$ cat config.mk
export PLATFORM = sky130hd
export DESIGN_NAME = sffs_supply_fault_status
export DESIGN_NICKNAME = d
export VERILOG_FILES = /design/src/pkg/sffs_pkg.sv /design/src/rtl/sffs_supply_fault_status.sv
export SDC_FILE = /design/constraint.sdc
export NUM_CORES = 1
export LEC_CHECK = 0
export BUFFER_PORTS_ARGS = -buffer_cell sky130_fd_sc_hd__buf_2
export CORE_ASPECT_RATIO = 0.8
export CORE_MARGIN = 1
export CORE_UTILIZATION = 35
export DETAILED_ROUTE_END_ITERATION = 10
export PLACE_DENSITY_LB_ADDON = 0.12
export SLEW_MARGIN = 20
export SYNTH_ARGS = -nofsm -noshare
export SYNTH_HDL_FRONTEND = slang
export SYNTH_SLANG_ARGS = --single-unit
$ cat constraint.sdc
create_clock -name MCLK -period 1.4 [get_ports MCLK]
set_input_delay 0.28 -clock MCLK [delete_from_list [all_inputs] [get_ports MCLK]]
set_output_delay 0.28 -clock MCLK [all_outputs]
set_load 0.01 [all_outputs]
$ cat src/pkg/sffs_pkg.sv
package sffs_pkg;

   // ----------------------------------------------------------------
   // register map
   // ----------------------------------------------------------------
   localparam int          SFFS_ADDR_W       = 8;
   localparam int          SFFS_DATA_W       = 16;
   localparam int          SFFS_NUM_FAULTS   = 5;
   localparam logic [7:0]  SFFS_SUPPLY_OFS   = 8'h0E;
   localparam logic [15:0] SFFS_RESET_VALUE  = 16'h0000;

   // ----------------------------------------------------------------
   // field positions: status bit of fault i, its ack bit sits one below
   // ----------------------------------------------------------------
   localparam int SFFS_CRC_FLAG_POS      = 15;
   localparam int SFFS_SYNC_FLAG_POS     = 13;
   localparam int SFFS_PUMP_FLAG_POS     = 11;
   localparam int SFFS_ABSENT_FLAG_POS   = 9;
   localparam int SFFS_OVERCUR_FLAG_POS  = 7;
   localparam int SFFS_ACK_OFFSET        = 1;
   localparam int SFFS_PAIR_STRIDE       = 2;

   // fault indices, in status bit order, lowest bit first
   typedef enum logic [2:0] {
      SFFS_F_OVERCUR,
      SFFS_F_ABSENT,
      SFFS_F_PUMP,
      SFFS_F_SYNC,
      SFFS_F_CRC
   } sffs_fault_t;

   // status bit position of fault index i
   function automatic int sffs_flag_pos(input int i);
      return SFFS_OVERCUR_FLAG_POS + SFFS_PAIR_STRIDE * i;
   endfunction

endpackage

$ cat src/rtl/sffs_supply_fault_status.sv
`timescale 1ns/1ps

// Summary of operation
// - bit 15 reads 1 after a CRC error, 0 when none occurred.
// - writing 1 to bits 15 and 14 together clears CRC flag and pin share.
// - bit 13 is set when the boost sync input goes missing.
// - writing 1 to bits 13 and 12 together clears sync-loss flag and pin share.
// - bit 11 is set on a charge pump fault, else reads 0.
// - writing 1 to bits 11 and 10 together clears pump fault and pin share.
// - bit 9 is set when the charge pump capacitor is missing.
// - writing 1 to bits 9 and 8 together clears missing-pump flag and pin share.
// - bit 7 reads 1 after an input over-current fault.
// - writing 1 to bits 7 and 6 together clears over-current flag and pin share.
// - register lives at offset 0Eh and resets to all zeros.
module sffs_supply_fault_status
   import sffs_pkg::*;
#(
   parameter int NUM_FAULTS = SFFS_NUM_FAULTS
) (
   input  wire logic                   MCLK,
   input  wire logic                   ARST_N,
   input  wire logic                   CLK_EN,
   input  wire logic                   REG_WR,
   input  wire logic [SFFS_ADDR_W-1:0] REG_ADDR,
   input  wire logic [SFFS_DATA_W-1:0] REG_WDATA,
   output logic      [SFFS_DATA_W-1:0] REG_RDATA,
   input  wire logic                   CRC_FAULT_EVT,
   input  wire logic                   SYNC_LOSS_EVT,
   input  wire logic                   PUMP_FAULT_EVT,
   input  wire logic                   PUMP_ABSENT_EVT,
   input  wire logic                   INPUT_OVERCURRENT_EVT,
   output logic                        FAULT_IRQ
);

   // ----------------------------------------------------------------
   // declarations
   // ----------------------------------------------------------------
   logic                   addr_hit;
   logic                   wr_hit;

   // crc error
   logic                   crc_fault_set;
   logic                   crc_fault_ack;
   logic                   crc_fault_flag_reg;
   logic                   crc_fault_flag_next;

   // missing boost sync
   logic                   sync_loss_set;
   logic                   sync_loss_ack;
   logic                   sync_loss_flag_reg;
   logic                   sync_loss_flag_next;

   // charge pump fault
   logic                   pump_fault_set;
   logic                   pump_fault_ack;
   logic                   pump_fault_flag_reg;
   logic                   pump_fault_flag_next;

   // missing charge pump part
   logic                   pump_absent_set;
   logic                   pump_absent_ack;
   logic                   pump_absent_flag_reg;
   logic                   pump_absent_flag_next;

   // input over-current
   logic                   input_overcurrent_set;
   logic                   input_overcurrent_ack;
   logic                   input_overcurrent_flag_reg;
   logic                   input_overcurrent_flag_next;

   logic [NUM_FAULTS-1:0]  flags_next;
   logic [SFFS_DATA_W-1:0] rdata_next;
   logic                   irq_next;

   // ----------------------------------------------------------------
   // ack positions
   // ----------------------------------------------------------------
   localparam int CRC_ACK_POS     = SFFS_CRC_FLAG_POS - SFFS_ACK_OFFSET;
   localparam int SYNC_ACK_POS    = SFFS_SYNC_FLAG_POS - SFFS_ACK_OFFSET;
   localparam int PUMP_ACK_POS    = SFFS_PUMP_FLAG_POS - SFFS_ACK_OFFSET;
   localparam int ABSENT_ACK_POS  = SFFS_ABSENT_FLAG_POS - SFFS_ACK_OFFSET;
   localparam int OVERCUR_ACK_POS = SFFS_OVERCUR_FLAG_POS - SFFS_ACK_OFFSET;

   // ----------------------------------------------------------------
   // helpers
   // ----------------------------------------------------------------
   // a clear needs a one on the status bit and on its ack bit at once
   function automatic logic pair_hit(
      input logic [SFFS_DATA_W-1:0] wdata,
      input int                     flag_pos,
      input int                     ack_pos
   );
      return wdata[flag_pos] && wdata[ack_pos];
   endfunction

   // ----------------------------------------------------------------
   // register decode
   // ----------------------------------------------------------------
   // reads and writes share the one address compare
   assign addr_hit = (REG_ADDR == SFFS_SUPPLY_OFS);
   assign wr_hit   = REG_WR && addr_hit;

   // ----------------------------------------------------------------
   // crc error: status 15, ack 14
   // ----------------------------------------------------------------
   // detectors run on MCLK, so no synchroniser is needed
   assign crc_fault_set = CRC_FAULT_EVT;
   assign crc_fault_ack = wr_hit && pair_hit(REG_WDATA,
                                             SFFS_CRC_FLAG_POS,
                                             CRC_ACK_POS);

   // set is checked last: an event in the clearing cycle wins
   always_comb begin
      crc_fault_flag_next = crc_fault_flag_reg;

      if (crc_fault_ack) begin
         crc_fault_flag_next = 1'b0;
      end

      if (crc_fault_set) begin
         crc_fault_flag_next = 1'b1;
      end
   end

   always_ff @(posedge MCLK or negedge ARST_N) begin
      if (!ARST_N) begin
         crc_fault_flag_reg <= SFFS_RESET_VALUE[SFFS_CRC_FLAG_POS];
      end else if (CLK_EN) begin
         crc_fault_flag_reg <= crc_fault_flag_next;
      end
   end

   // ----------------------------------------------------------------
   // missing boost sync: status 13, ack 12
   // ----------------------------------------------------------------
   // flag holds while the sync monitor keeps reporting loss
   assign sync_loss_set = SYNC_LOSS_EVT;
   assign sync_loss_ack = wr_hit && pair_hit(REG_WDATA,
                                             SFFS_SYNC_FLAG_POS,
                                             SYNC_ACK_POS);

   // a lone status or ack bit leaves the flag alone
   always_comb begin
      sync_loss_flag_next = sync_loss_flag_reg;

      if (sync_loss_ack) begin
         sync_loss_flag_next = 1'b0;
      end

      if (sync_loss_set) begin
         sync_loss_flag_next = 1'b1;
      end
   end

   always_ff @(posedge MCLK or negedge ARST_N) begin
      if (!ARST_N) begin
         sync_loss_flag_reg <= SFFS_RESET_VALUE[SFFS_SYNC_FLAG_POS];
      end else if (CLK_EN) begin
         sync_loss_flag_reg <= sync_loss_flag_next;
      end
   end

   // ----------------------------------------------------------------
   // charge pump fault: status 11, ack 10
   // ----------------------------------------------------------------
   // a level fault keeps the flag set through each clear, since set wins
   assign pump_fault_set = PUMP_FAULT_EVT;
   assign pump_fault_ack = wr_hit && pair_hit(REG_WDATA,
                                              SFFS_PUMP_FLAG_POS,
                                              PUMP_ACK_POS);

   // same priority as the other flags
   always_comb begin
      pump_fault_flag_next = pump_fault_flag_reg;

      if (pump_fault_ack) begin
         pump_fault_flag_next = 1'b0;
      end

      if (pump_fault_set) begin
         pump_fault_flag_next = 1'b1;
      end
   end

   always_ff @(posedge MCLK or negedge ARST_N) begin
      if (!ARST_N) begin
         pump_fault_flag_reg <= SFFS_RESET_VALUE[SFFS_PUMP_FLAG_POS];
      end else if (CLK_EN) begin
         pump_fault_flag_reg <= pump_fault_flag_next;
      end
   end

   // ----------------------------------------------------------------
   // missing charge pump part: status 9, ack 8
   // ----------------------------------------------------------------
   // detection runs outside this block; only the flag lives here
   assign pump_absent_set = PUMP_ABSENT_EVT;
   assign pump_absent_ack = wr_hit && pair_hit(REG_WDATA,
                                               SFFS_ABSENT_FLAG_POS,
                                               ABSENT_ACK_POS);

   // same priority as the other flags
   always_comb begin
      pump_absent_flag_next = pump_absent_flag_reg;

      if (pump_absent_ack) begin
         pump_absent_flag_next = 1'b0;
      end

      if (pump_absent_set) begin
         pump_absent_flag_next = 1'b1;
      end
   end

   always_ff @(posedge MCLK or negedge ARST_N) begin
      if (!ARST_N) begin
         pump_absent_flag_reg <= SFFS_RESET_VALUE[SFFS_ABSENT_FLAG_POS];
      end else if (CLK_EN) begin
         pump_absent_flag_reg <= pump_absent_flag_next;
      end
   end

   // ----------------------------------------------------------------
   // input over-current: status 7, ack 6
   // ----------------------------------------------------------------
   // lowest flag of this half; bits below it are not built here
   assign input_overcurrent_set = INPUT_OVERCURRENT_EVT;
   assign input_overcurrent_ack = wr_hit && pair_hit(REG_WDATA,
                                                     SFFS_OVERCUR_FLAG_POS,
                                                     OVERCUR_ACK_POS);

   // same priority as the other flags
   always_comb begin
      input_overcurrent_flag_next = input_overcurrent_flag_reg;

      if (input_overcurrent_ack) begin
         input_overcurrent_flag_next = 1'b0;
      end

      if (input_overcurrent_set) begin
         input_overcurrent_flag_next = 1'b1;
      end
   end

   always_ff @(posedge MCLK or negedge ARST_N) begin
      if (!ARST_N) begin
         input_overcurrent_flag_reg <= SFFS_RESET_VALUE[SFFS_OVERCUR_FLAG_POS];
      end else if (CLK_EN) begin
         input_overcurrent_flag_reg <= input_overcurrent_flag_next;
      end
   end

   // ----------------------------------------------------------------
   // flag vector
   // ----------------------------------------------------------------
   // next values, so a read or the pin never lags the flags by a cycle
   assign flags_next[SFFS_F_CRC]     = crc_fault_flag_next;
   assign flags_next[SFFS_F_SYNC]    = sync_loss_flag_next;
   assign flags_next[SFFS_F_PUMP]    = pump_fault_flag_next;
   assign flags_next[SFFS_F_ABSENT]  = pump_absent_flag_next;
   assign flags_next[SFFS_F_OVERCUR] = input_overcurrent_flag_next;

   // ----------------------------------------------------------------
   // read data
   // ----------------------------------------------------------------
   // ack bits and the unbuilt low faults read back as zero
   always_comb begin
      rdata_next = SFFS_RESET_VALUE;
      if (addr_hit) begin
         rdata_next[SFFS_CRC_FLAG_POS]     = crc_fault_flag_next;
         rdata_next[SFFS_SYNC_FLAG_POS]    = sync_loss_flag_next;
         rdata_next[SFFS_PUMP_FLAG_POS]    = pump_fault_flag_next;
         rdata_next[SFFS_ABSENT_FLAG_POS]  = pump_absent_flag_next;
         rdata_next[SFFS_OVERCUR_FLAG_POS] = input_overcurrent_flag_next;
      end
   end

   // registered so the host always sees a settled word
   always_ff @(posedge MCLK or negedge ARST_N) begin
      if (!ARST_N) begin
         REG_RDATA <= SFFS_RESET_VALUE;
      end else if (CLK_EN) begin
         REG_RDATA <= rdata_next;
      end
   end

   // ----------------------------------------------------------------
   // interrupt pin
   // ----------------------------------------------------------------
   // pin follows the flags, so it drops with the last paired clear
   assign irq_next = |flags_next;

   always_ff @(posedge MCLK or negedge ARST_N) begin
      if (!ARST_N) begin
         FAULT_IRQ <= 1'b0;
      end else if (CLK_EN) begin
         FAULT_IRQ <= irq_next;
      end
   end

endmodule // sffs_supply_fault_status

==> impl_metrics.json, run 1 <==
{
  "status": "finished clean",
  "post_layout_nonfiller_instances": 130,
  "chipWidth_um": 49.7,
  "hold_slack_ns": 0.313,
  "post-route-worst-setup-slack_ns": 0.0716,
  "detail_route.drc_violations": 0,
  "yosys_register_bits": 11,
  "floorplan.die_area_um2": 2000,
  "clk_transition_reported_paths_ns": 0.06,
  "synth.avg_cell_area_um2": 9.25,
  "endpoint_kind": "flop",
  "layout_area_growth_over_synthesis_pct": 36.1,
  "clock_latency_ns": 0.26,
  "clock-skew-final_ns": 0.00224,
  "cell_area_synth_um2": 638,
  "largest_register_ff_count": 5,
  "preCtsSetupSlack_ns": -0.213,
  "total_grt_overflow": 0,
  "routedWlPerCell_um": 10.3,
  "final.fill_count": 173,
  "setup_viol": 0,
  "core_um2": 1660,
  "cap_viol_max_count": 0,
  "largest_buffer_count_on_any_clock_path": 2,
  "power.total_uw": 613,
  "post-dp-hpwl_mm": 1.08,
  "overall_global_routing_usage_pct": 14.8,
  "drt_pass1_iterations": 4,
  "ant_nets": 0,
  "critical_path_peak_fanout": 5,
  "postPlaceCellArea_um2": 812,
  "num_antenna_cells": 0,
  "postLayoutCellArea_um2": 868,
  "io_buffers": 32,
  "start_util_pct": 38.5,
  "dr.first_iter.drc_count": 10,
  "place_congestion": 0.727,
  "fin_crit_ns": 1.33,
  "maxSlewViolCount": 0,
  "worst_setup_path_start_kind": "primary input",
  "power.density_nw_per_um2": 706,
  "synthCells": 69,
  "synth_seq_area_share_pct": 43.1,
  "yosys.area.top_type_share_pct": 43.1,
  "fin_crit_sh_pct": 94.9,
  "layout-drive-gt1-share_pct": 40.7,
  "min_path_cells": 3,
  "worst_ep_required_time_ns": 1.52,
  "finish.utilization_pct": 52.3,
  "post-synth-top-area-cell": "sky130_fd_sc_hd__dfrtp_1",
  "hold_path.class": "primary input to flop",
  "max_freq_ghz": 0.753,
  "first_pass_grt_wire_length_mm": 2.10,
  "largest_net_degree_at_the_start_of_global_routing": 19,
  "avgViaCountPerCell": 4.58,
  "tritoncts": "built",
  "reg2reg_depth": 2,
  "clkSinkCount": 11,
  "cts_made_buffers": 3,
  "placementRows": 13,
  "final_nets": 142,
  "setup_tns_ns": 0,
  "floorplan.die.height_um": 40.2,
  "final_common_cell": "sky130_fd_sc_hd__buf_2",
  "antenna_found_initial": 0,
  "p_leak_nw": 0.423,
  "first_global_vias": 517,
  "totalWireLength_mm": 1.34,
  "netlist_top_cells_area": "sky130_fd_sc_hd__dfrtp_1 43%, sky130_fd_sc_hd__buf_4 13%, sky130_fd_sc_hd__a21oi_1 6.3%",
  "vdd_drop_max_mv": 0.724,
  "io_pins": 50,
  "timing.final.hold_violations": 0,
  "mostFrequentLayoutCells": "32 x sky130_fd_sc_hd__buf_2, 11 x sky130_fd_sc_hd__dfrtp_1, 11 x sky130_fd_sc_hd__conb_1",
  "arrival_time_of_the_worst_setup_path_ns": 1.45,
  "clk_root_buffer_cell": "sky130_fd_sc_hd__clkbuf_4",
  "synth-warning-count": 0,
  "netlist-cell-type-count": 20,
  "criticalPathCategory": "primary input to flop",
  "biggest_register": "REG_RDATA",
  "placedCellCount": 124,
  "cts.htree.levels": 1,
  "routed-via-count": 595
}
[area by class of cell]
type	count	area (um2)	share of cell area, %
inverters	6	22.5	2.59
clock buffers	4	26.3	3.03
repair buffers	39	215	24.8
flip-flops and latches	11	275	31.7
well taps	22	27.5	3.17
multi-input cells	48	302	34.7
[worst max-delay path, stage by stage]
cell                        delay [ns]
sky130_fd_sc_hd__buf_2            0.10
sky130_fd_sc_hd__nor4bb_1         0.26
sky130_fd_sc_hd__buf_4            0.18
sky130_fd_sc_hd__nand3_1          0.14
sky130_fd_sc_hd__a2111oi_4        0.34
sky130_fd_sc_hd__a41oi_1          0.15
[cells by family after synthesis]
kind of cell / Yosys count / share of synthesized area [%]
AND/OR/NAND/NOR: 18 / 18.0
AO/OA/AOI/OAI: 19 / 19.8
buffers and inverters: 20 / 18.4
flip-flops: 11 / 43.1
other: 1 / 0.588
[report_power, final]
| part | internal, mW | total, mW | switching (mW) |
|---|---|---|---|
| clock | 0.110 | 0.206 | 0.0960 |
| combinational | 0.0400 | 0.0879 | 0.0479 |
| sequential | 0.318 | 0.319 | 0.000346 |
[routing by layer]
metal	up-vias	GRT usage [%]	wire (um)
li1	303	-	-
met1	270	18.0	614
met2	22	24.7	626
met3	0	7.20	97
met4	0	2.14	0
met5	-	0	0
[worst paths after layout]
kind	from	end	slack, ns
hold reg to reg	REG_RDATA[15]	REG_RDATA[15]	0.53
setup reg to reg	crc_fault_flag_reg	FAULT_IRQ	0.32
max in group asynchronous	ARST_N	REG_RDATA[9]	0.79
setup / recovery	REG_ADDR[7]	FAULT_IRQ	0.07
hold / removal	PUMP_FAULT_EVT	REG_RDATA[11]	0.31
min in group asynchronous	ARST_N	crc_fault_flag_reg	0.41
[synthesized netlist by cell type]
cell type and number:
sky130_fd_sc_hd__a2111oi_2 1, sky130_fd_sc_hd__a211oi_1 1, sky130_fd_sc_hd__a21oi_1 8, sky130_fd_sc_hd__a31oi_1 2, sky130_fd_sc_hd__a41oi_1 2, sky130_fd_sc_hd__and3_1 4
sky130_fd_sc_hd__and4b_1 1, sky130_fd_sc_hd__buf_1 1, sky130_fd_sc_hd__buf_4 11, sky130_fd_sc_hd__clkbuf_1 1, sky130_fd_sc_hd__clkbuf_2 1, sky130_fd_sc_hd__conb_1 1
sky130_fd_sc_hd__dfrtp_1 11, sky130_fd_sc_hd__inv_1 6, sky130_fd_sc_hd__nand3_1 4, sky130_fd_sc_hd__nor2_1 7, sky130_fd_sc_hd__nor4b_4 1, sky130_fd_sc_hd__nor4bb_1 1
sky130_fd_sc_hd__o22ai_1 4, sky130_fd_sc_hd__o32ai_1 1
[what timing repair did]
action | in CTS | in global routing
hold buffers | 1 | 0
buffers inserted | 0 | 1
setup endpoints to repair | 0 | 1
resized for setup | 0 | 1
hold endpoints to repair | 11 | 0
No activity file was read; power rests on OpenSTA's default activity.
==> inputs of run 2 (changes only) <==
--- a/config.mk
+++ b/config.mk
@@ -11,6 +11,7 @@
 export CORE_UTILIZATION = 35
 export DETAILED_ROUTE_END_ITERATION = 10
 export PLACE_DENSITY_LB_ADDON = 0.12
+export REMOVE_ABC_BUFFERS = 1
 export SLEW_MARGIN = 20
 export SYNTH_ARGS = -nofsm -noshare
 export SYNTH_HDL_FRONTEND = slang
==> run 2 against run 1 <==
Compared with the run above: non-clock buffer count grew 4; clock skew is essentially flat; clock power grew 6%; die area is the same; first-iteration DRC count shrank 40%; setup slack gained 0.036 ns; cell area grew 8.8%; critical path depth grew 1; register-to-register slack lost 0.04 ns; largest power group unchanged; highest routed layer unchanged.
==> impl_metrics.json, run 2 (synthesized netlist as in run 1, its figures left out) <==
{
  "clock_latency_ns": 0.27,
  "setup_viol": 0,
  "cp_slowest_stage_delay_ns": 0.29,
  "io_pins": 50,
  "timing.final.hold_violations": 0,
  "worst_r2r_startpoint": "sync_loss_flag_reg",
  "clk_root_buffer_cell": "sky130_fd_sc_hd__clkbuf_4",
  "floorplan.die.height_um": 40.2,
  "worst_hold_path.endpoint": "pump_absent_flag_reg",
  "fin_crit_ns": 1.29,
  "critical_path_peak_fanout": 6,
  "first_pass_grt_wire_length_mm": 2.44,
  "layout-drive-gt1-share_pct": 47.3,
  "cts.htree.levels": 1,
  "floorplan.die_area_um2": 2000,
  "routed-via-count": 627,
  "final_common_cell": "sky130_fd_sc_hd__buf_2",
  "first_global_vias": 583,
  "hold_slack_ns": 0.302,
  "max_freq_ghz": 0.774,
  "criticalPathCategory": "primary input to flop",
  "p_leak_nw": 0.453,
  "final_nets": 146,
  "core_um2": 1660,
  "clock-skew-final_ns": 0.00231,
  "placementRows": 13,
  "finish.utilization_pct": 56.9,
  "cts_made_buffers": 3,
  "drt_pass1_iterations": 3,
  "arrival_time_of_the_worst_setup_path_ns": 1.43,
  "io_buffers": 32,
  "worst_setup_path_start_kind": "primary input",
  "min-delay-start": "CLK_EN",
  "routedWlPerCell_um": 11.4,
  "hold_path.class": "primary input to flop",
  "cap_viol_max_count": 0,
  "status": "finished clean",
  "post_layout_nonfiller_instances": 134,
  "total_grt_overflow": 0,
  "avgViaCountPerCell": 4.68,
  "rrSetupSlack_ns": 0.28,
  "clk_transition_reported_paths_ns": 0.07,
  "power.density_nw_per_um2": 673,
  "min_path_cells": 2,
  "detail_route.drc_violations": 0,
  "largest_net_degree_at_the_start_of_global_routing": 12,
  "clkSinkCount": 11,
  "grt_setup_unrepaired": "false",
  "slowest_stage": "sky130_fd_sc_hd__nor4bb_4",
  "worst_ep_required_time_ns": 1.54,
  "vdd_drop_max_mv": 0.375,
  "place_congestion": 0.772,
  "fin_crit_sh_pct": 92.3,
  "final.fill_count": 166,
  "post-dp-hpwl_mm": 1.17,
  "postLayoutCellArea_um2": 945,
  "layout_area_growth_over_synthesis_pct": 48.0,
  "endpoint_kind": "flop",
  "largest_register_ff_count": 5,
  "biggest_register": "REG_RDATA",
  "path_buf_inv": 3,
  "tritoncts": "built",
  "placedCellCount": 127,
  "cp_top_family": "compound AO/OA/AOI/OAI gates",
  "ff_to_ff_end": "FAULT_IRQ",
  "chipWidth_um": 49.7,
  "num_antenna_cells": 0,
  "crit_path_cell_trace": "buf_2 -> nor4bb_4 -> buf_6 -> buf_4 -> a31oi_1 -> a211oi_2 -> a41oi_1",
  "antenna_found_initial": 0,
  "mostFrequentLayoutCells": "32 x sky130_fd_sc_hd__buf_2, 11 x sky130_fd_sc_hd__dfrtp_1, 11 x sky130_fd_sc_hd__conb_1",
  "start_util_pct": 38.5,
  "reg2reg_depth": 4,
  "maxSlewViolCount": 0,
  "power.total_uw": 636,
  "largest_buffer_count_on_any_clock_path": 2,
  "overall_global_routing_usage_pct": 17.1,
  "totalWireLength_mm": 1.52,
  "postPlaceCellArea_um2": 828,
  "ant_nets": 0,
  "dr.first_iter.drc_count": 6
}
run 2: per-stage QoR:
| stage | setup TNS [ns] | setup WS, ns |
|---|---|---|
| 2_1_floorplan | -1.55 | -0.389 |
| 3_3_place_gp | -0.731 | -0.225 |
| 3_5_place_dp | -0.812 | -0.235 |
| 4_1_cts | 0 | 0.0291 |
| 5_1_grt | 0 | 0.0244 |
| 6_report | 0 | 0.108 |
run 2: final cells by class:
| cell class | instances | area, um2 | share of cell area [%] |
|---|---|---|---|
| Multi-Input combinational cell | 48 | 344 | 36.4 |
| Tap cell | 22 | 27.5 | 2.91 |
| Timing Repair Buffer | 43 | 249 | 26.4 |
| Sequential cell | 11 | 275 | 29.1 |
| Clock buffer | 4 | 26.3 | 2.78 |
| Inverter | 6 | 22.5 | 2.38 |
run 2: worst register-to-register path, cell delays in order, from the launching register on:
cell and delay [ns]:
sky130_fd_sc_hd__dfrtp_1 0.38, sky130_fd_sc_hd__inv_1 0.10, sky130_fd_sc_hd__a31oi_4 0.05, sky130_fd_sc_hd__a2111oi_4 0.32
sky130_fd_sc_hd__a41oi_1 0.14
run 2: worst max path at each step:
stage	slack, ns	depth (start not counted)	endpoint	from
after floorplan	-0.39	4	FAULT_IRQ	REG_ADDR[2]
after global placement	-0.23	6	FAULT_IRQ	REG_ADDR[7]
after detailed placement	-0.23	6	FAULT_IRQ	REG_ADDR[7]
after CTS	0.03	6	FAULT_IRQ	REG_ADDR[7]
after global routing	0.02	7	FAULT_IRQ	REG_ADDR[7]
final	0.11	7	FAULT_IRQ	REG_ADDR[7]
run 2: routing by layer:
metal,wire length (um),global-route usage [%],vias to the layer above
li1,-,-,309
met1,668,18.8,297
met2,761,32.8,21
met3,94,7.20,0
met4,0,2.14,0
met5,0,0,-
run 2: repair_timing:
item / 4_1_cts / 5_1_grt
buffers inserted: 0 / 2
setup endpoints to repair: 0 / 1
resized for setup: 0 / 10
endpoints found under the hold margin: 11 / 0
hold buffers: 1 / 0
run 2: power by group:
part           total (mW)  switching [mW]  internal (mW)
combinational      0.0996          0.0538         0.0459
clock               0.218           0.108          0.110
sequential          0.318        0.000362          0.318
total               0.636           0.162          0.474
==> inputs of run 3 (changes only) <==
--- a/config.mk
+++ b/config.mk
@@ -10,7 +10,7 @@
 export CORE_MARGIN = 1
 export CORE_UTILIZATION = 35
 export DETAILED_ROUTE_END_ITERATION = 10
-export PLACE_DENSITY_LB_ADDON = 0.12
+export PLACE_DENSITY = 0.72
 export REMOVE_ABC_BUFFERS = 1
 export SLEW_MARGIN = 20
 export SYNTH_ARGS = -nofsm -noshare
==> run 3 against run 2 <==
Compared with the run above: clock skew is 0.0018 ns lower; sequential share of layout area is 2.6 points higher; clock power hardly changed; largest power group unchanged; power is 2.3% lower; setup slack worse by 0.035 ns; largest cell class unchanged; count of clock-buffer cells in the layout stayed put; maximum frequency is 2.6% lower; global-route usage is 2.3 points lower; die area stayed put; worst hold slack worse by 0.010 ns; highest routed layer unchanged; cell area is 8.2% lower.
==> impl_metrics.json, run 3 (synthesized netlist as in run 1, its figures left out) <==
{
  "worst_r2r_startpoint": "sync_loss_flag_reg",
  "post-dp-hpwl_mm": 1.09,
  "cp_slowest_stage_delay_ns": 0.36,
  "post-cts-setup-buffer-count": 0,
  "crit_path_cell_trace": "buf_2 -> nor4b_4 -> a31oi_2 -> a2111oi_4 -> a41oi_1",
  "rrSetupSlack_ns": 0.24,
  "total_grt_overflow": 0,
  "io_buffers": 32,
  "criticalPathCategory": "primary input to flop",
  "hold_path.class": "primary input to flop",
  "fin_crit_sh_pct": 94.8,
  "max_freq_ghz": 0.753,
  "timing.final.hold_violations": 0,
  "clkSinkCount": 11,
  "detail_route.drc_violations": 0,
  "endpoint_kind": "flop",
  "power.density_nw_per_um2": 717,
  "status": "finished clean",
  "ff_to_ff_end": "FAULT_IRQ",
  "routed-via-count": 606,
  "clk_root_buffer_cell": "sky130_fd_sc_hd__clkbuf_4",
  "path_buf_inv": 1,
  "layout_area_growth_over_synthesis_pct": 35.9,
  "biggest_register": "REG_RDATA",
  "first_global_vias": 489,
  "routedWlPerCell_um": 11.0,
  "clk_transition_reported_paths_ns": 0.07,
  "maxSlewViolCount": 0,
  "reg2reg_depth": 4,
  "cts_made_buffers": 3,
  "avgViaCountPerCell": 4.73,
  "start_util_pct": 38.5,
  "final_common_cell": "sky130_fd_sc_hd__buf_2",
  "p_leak_nw": 0.412,
  "clock-skew-final_ns": 0.000491,
  "slowest_stage": "sky130_fd_sc_hd__nor4b_4",
  "largest_register_ff_count": 5,
  "worst_ep_required_time_ns": 1.52,
  "antenna_found_initial": 0,
  "num_antenna_cells": 0,
  "overall_global_routing_usage_pct": 14.8,
  "core_um2": 1660,
  "cp-endpoint": "FAULT_IRQ",
  "place_congestion": 0.700,
  "crit_path_start": "REG_ADDR[4]",
  "totalWireLength_mm": 1.41,
  "cts.htree.levels": 1,
  "vdd_drop_max_mv": 0.351,
  "critical_path_peak_fanout": 3,
  "final_nets": 140,
  "placementRows": 13,
  "ant_nets": 0,
  "floorplan.die_area_um2": 2000,
  "largest_net_degree_at_the_start_of_global_routing": 19,
  "dr.first_iter.drc_count": 10,
  "setup_tns_ns": 0,
  "layout-drive-gt1-share_pct": 42.5,
  "clock_latency_ns": 0.26,
  "timing.critical_path.depth": 5,
  "largest_buffer_count_on_any_clock_path": 2,
  "fin_crit_ns": 1.33,
  "tritoncts": "built",
  "drt_pass1_iterations": 3,
  "cap_viol_max_count": 0,
  "setup_viol": 0,
  "arrival_time_of_the_worst_setup_path_ns": 1.45,
  "first_pass_grt_wire_length_mm": 2.12,
  "cp_top_family": "compound AO/OA/AOI/OAI gates",
  "worst_setup_path_start_kind": "primary input",
  "io_pins": 50,
  "floorplan.die.height_um": 40.2,
  "chipWidth_um": 49.7,
  "mostFrequentLayoutCells": "32 x sky130_fd_sc_hd__buf_2, 11 x sky130_fd_sc_hd__dfrtp_1, 11 x sky130_fd_sc_hd__conb_1",
  "finish.utilization_pct": 52.3
}
## run 3: worst reg2reg max path: cells and delay by family (launching register included)
kind,cells,cell delay (ns)
buf+inv,1,0.07
flops,1,0.39
compound gates,3,0.56
## run 3: layout make-up
cell class	count	area (um2)
clock buffers	4	26.3
multi-input cells	48	315
inverters	6	22.5
flip-flops and latches	11	275
repair buffers	37	200
fillers	167	792
well taps	22	27.5
## run 3: metal layers
layer  global-route usage [%]  share of wire [%]  vias up
li1                         -                  -      301
met1                     16.8                 44      281
met2                     27.4                 50       24
met3                     6.06                6.4        0
met4                     2.14                  0        0
met5                        0                  0        -
## run 3: power by group
part           switching, mW  total (mW)  internal (mW)
Clock                  0.105       0.215          0.110
Sequential          0.000355       0.319          0.318
Combinational         0.0498      0.0880         0.0382
Total                  0.155       0.622          0.467
## run 3: worst min path at each step
| stage | depth (start not counted) | endpoint | start | slack (ns) |
|---|---|---|---|---|
| 2_1_floorplan | 0 | FAULT_IRQ | ARST_N | -0.02 |
| 3_3_place_gp | 1 | pump_absent_flag_reg | ARST_N | 0.16 |
| 3_5_place_dp | 1 | REG_RDATA[7] | ARST_N | 0.16 |
| 4_1_cts | 3 | pump_fault_flag_reg | PUMP_FAULT_EVT | 0.31 |
| 5_1_grt | 3 | pump_fault_flag_reg | PUMP_FAULT_EVT | 0.30 |
| 6_report | 3 | REG_RDATA[11] | PUMP_FAULT_EVT | 0.29 |
## run 3: metrics by stage
stage	hold WS, ns	worst slack, ns	area [um2]	std cells	total power, mW
finish	0.292	0.0725	867	128	0.622
global route	0.300	-0.00987	867	128	0.653
detailed placement	0.161	-0.237	798	123	0.407
global placement	0.160	-0.220	798	123	0.405
CTS	0.305	0.0517	835	128	0.626
floorplan	-0.0156	-0.389	581	65	0.350
## run 3: repair_timing
item / 4_1_cts / 5_1_grt
setup endpoints to repair: 0 / 1
gates resized for setup: 0 / 5
endpoints found under the hold margin: 11 / 0
hold buffers: 1 / 0
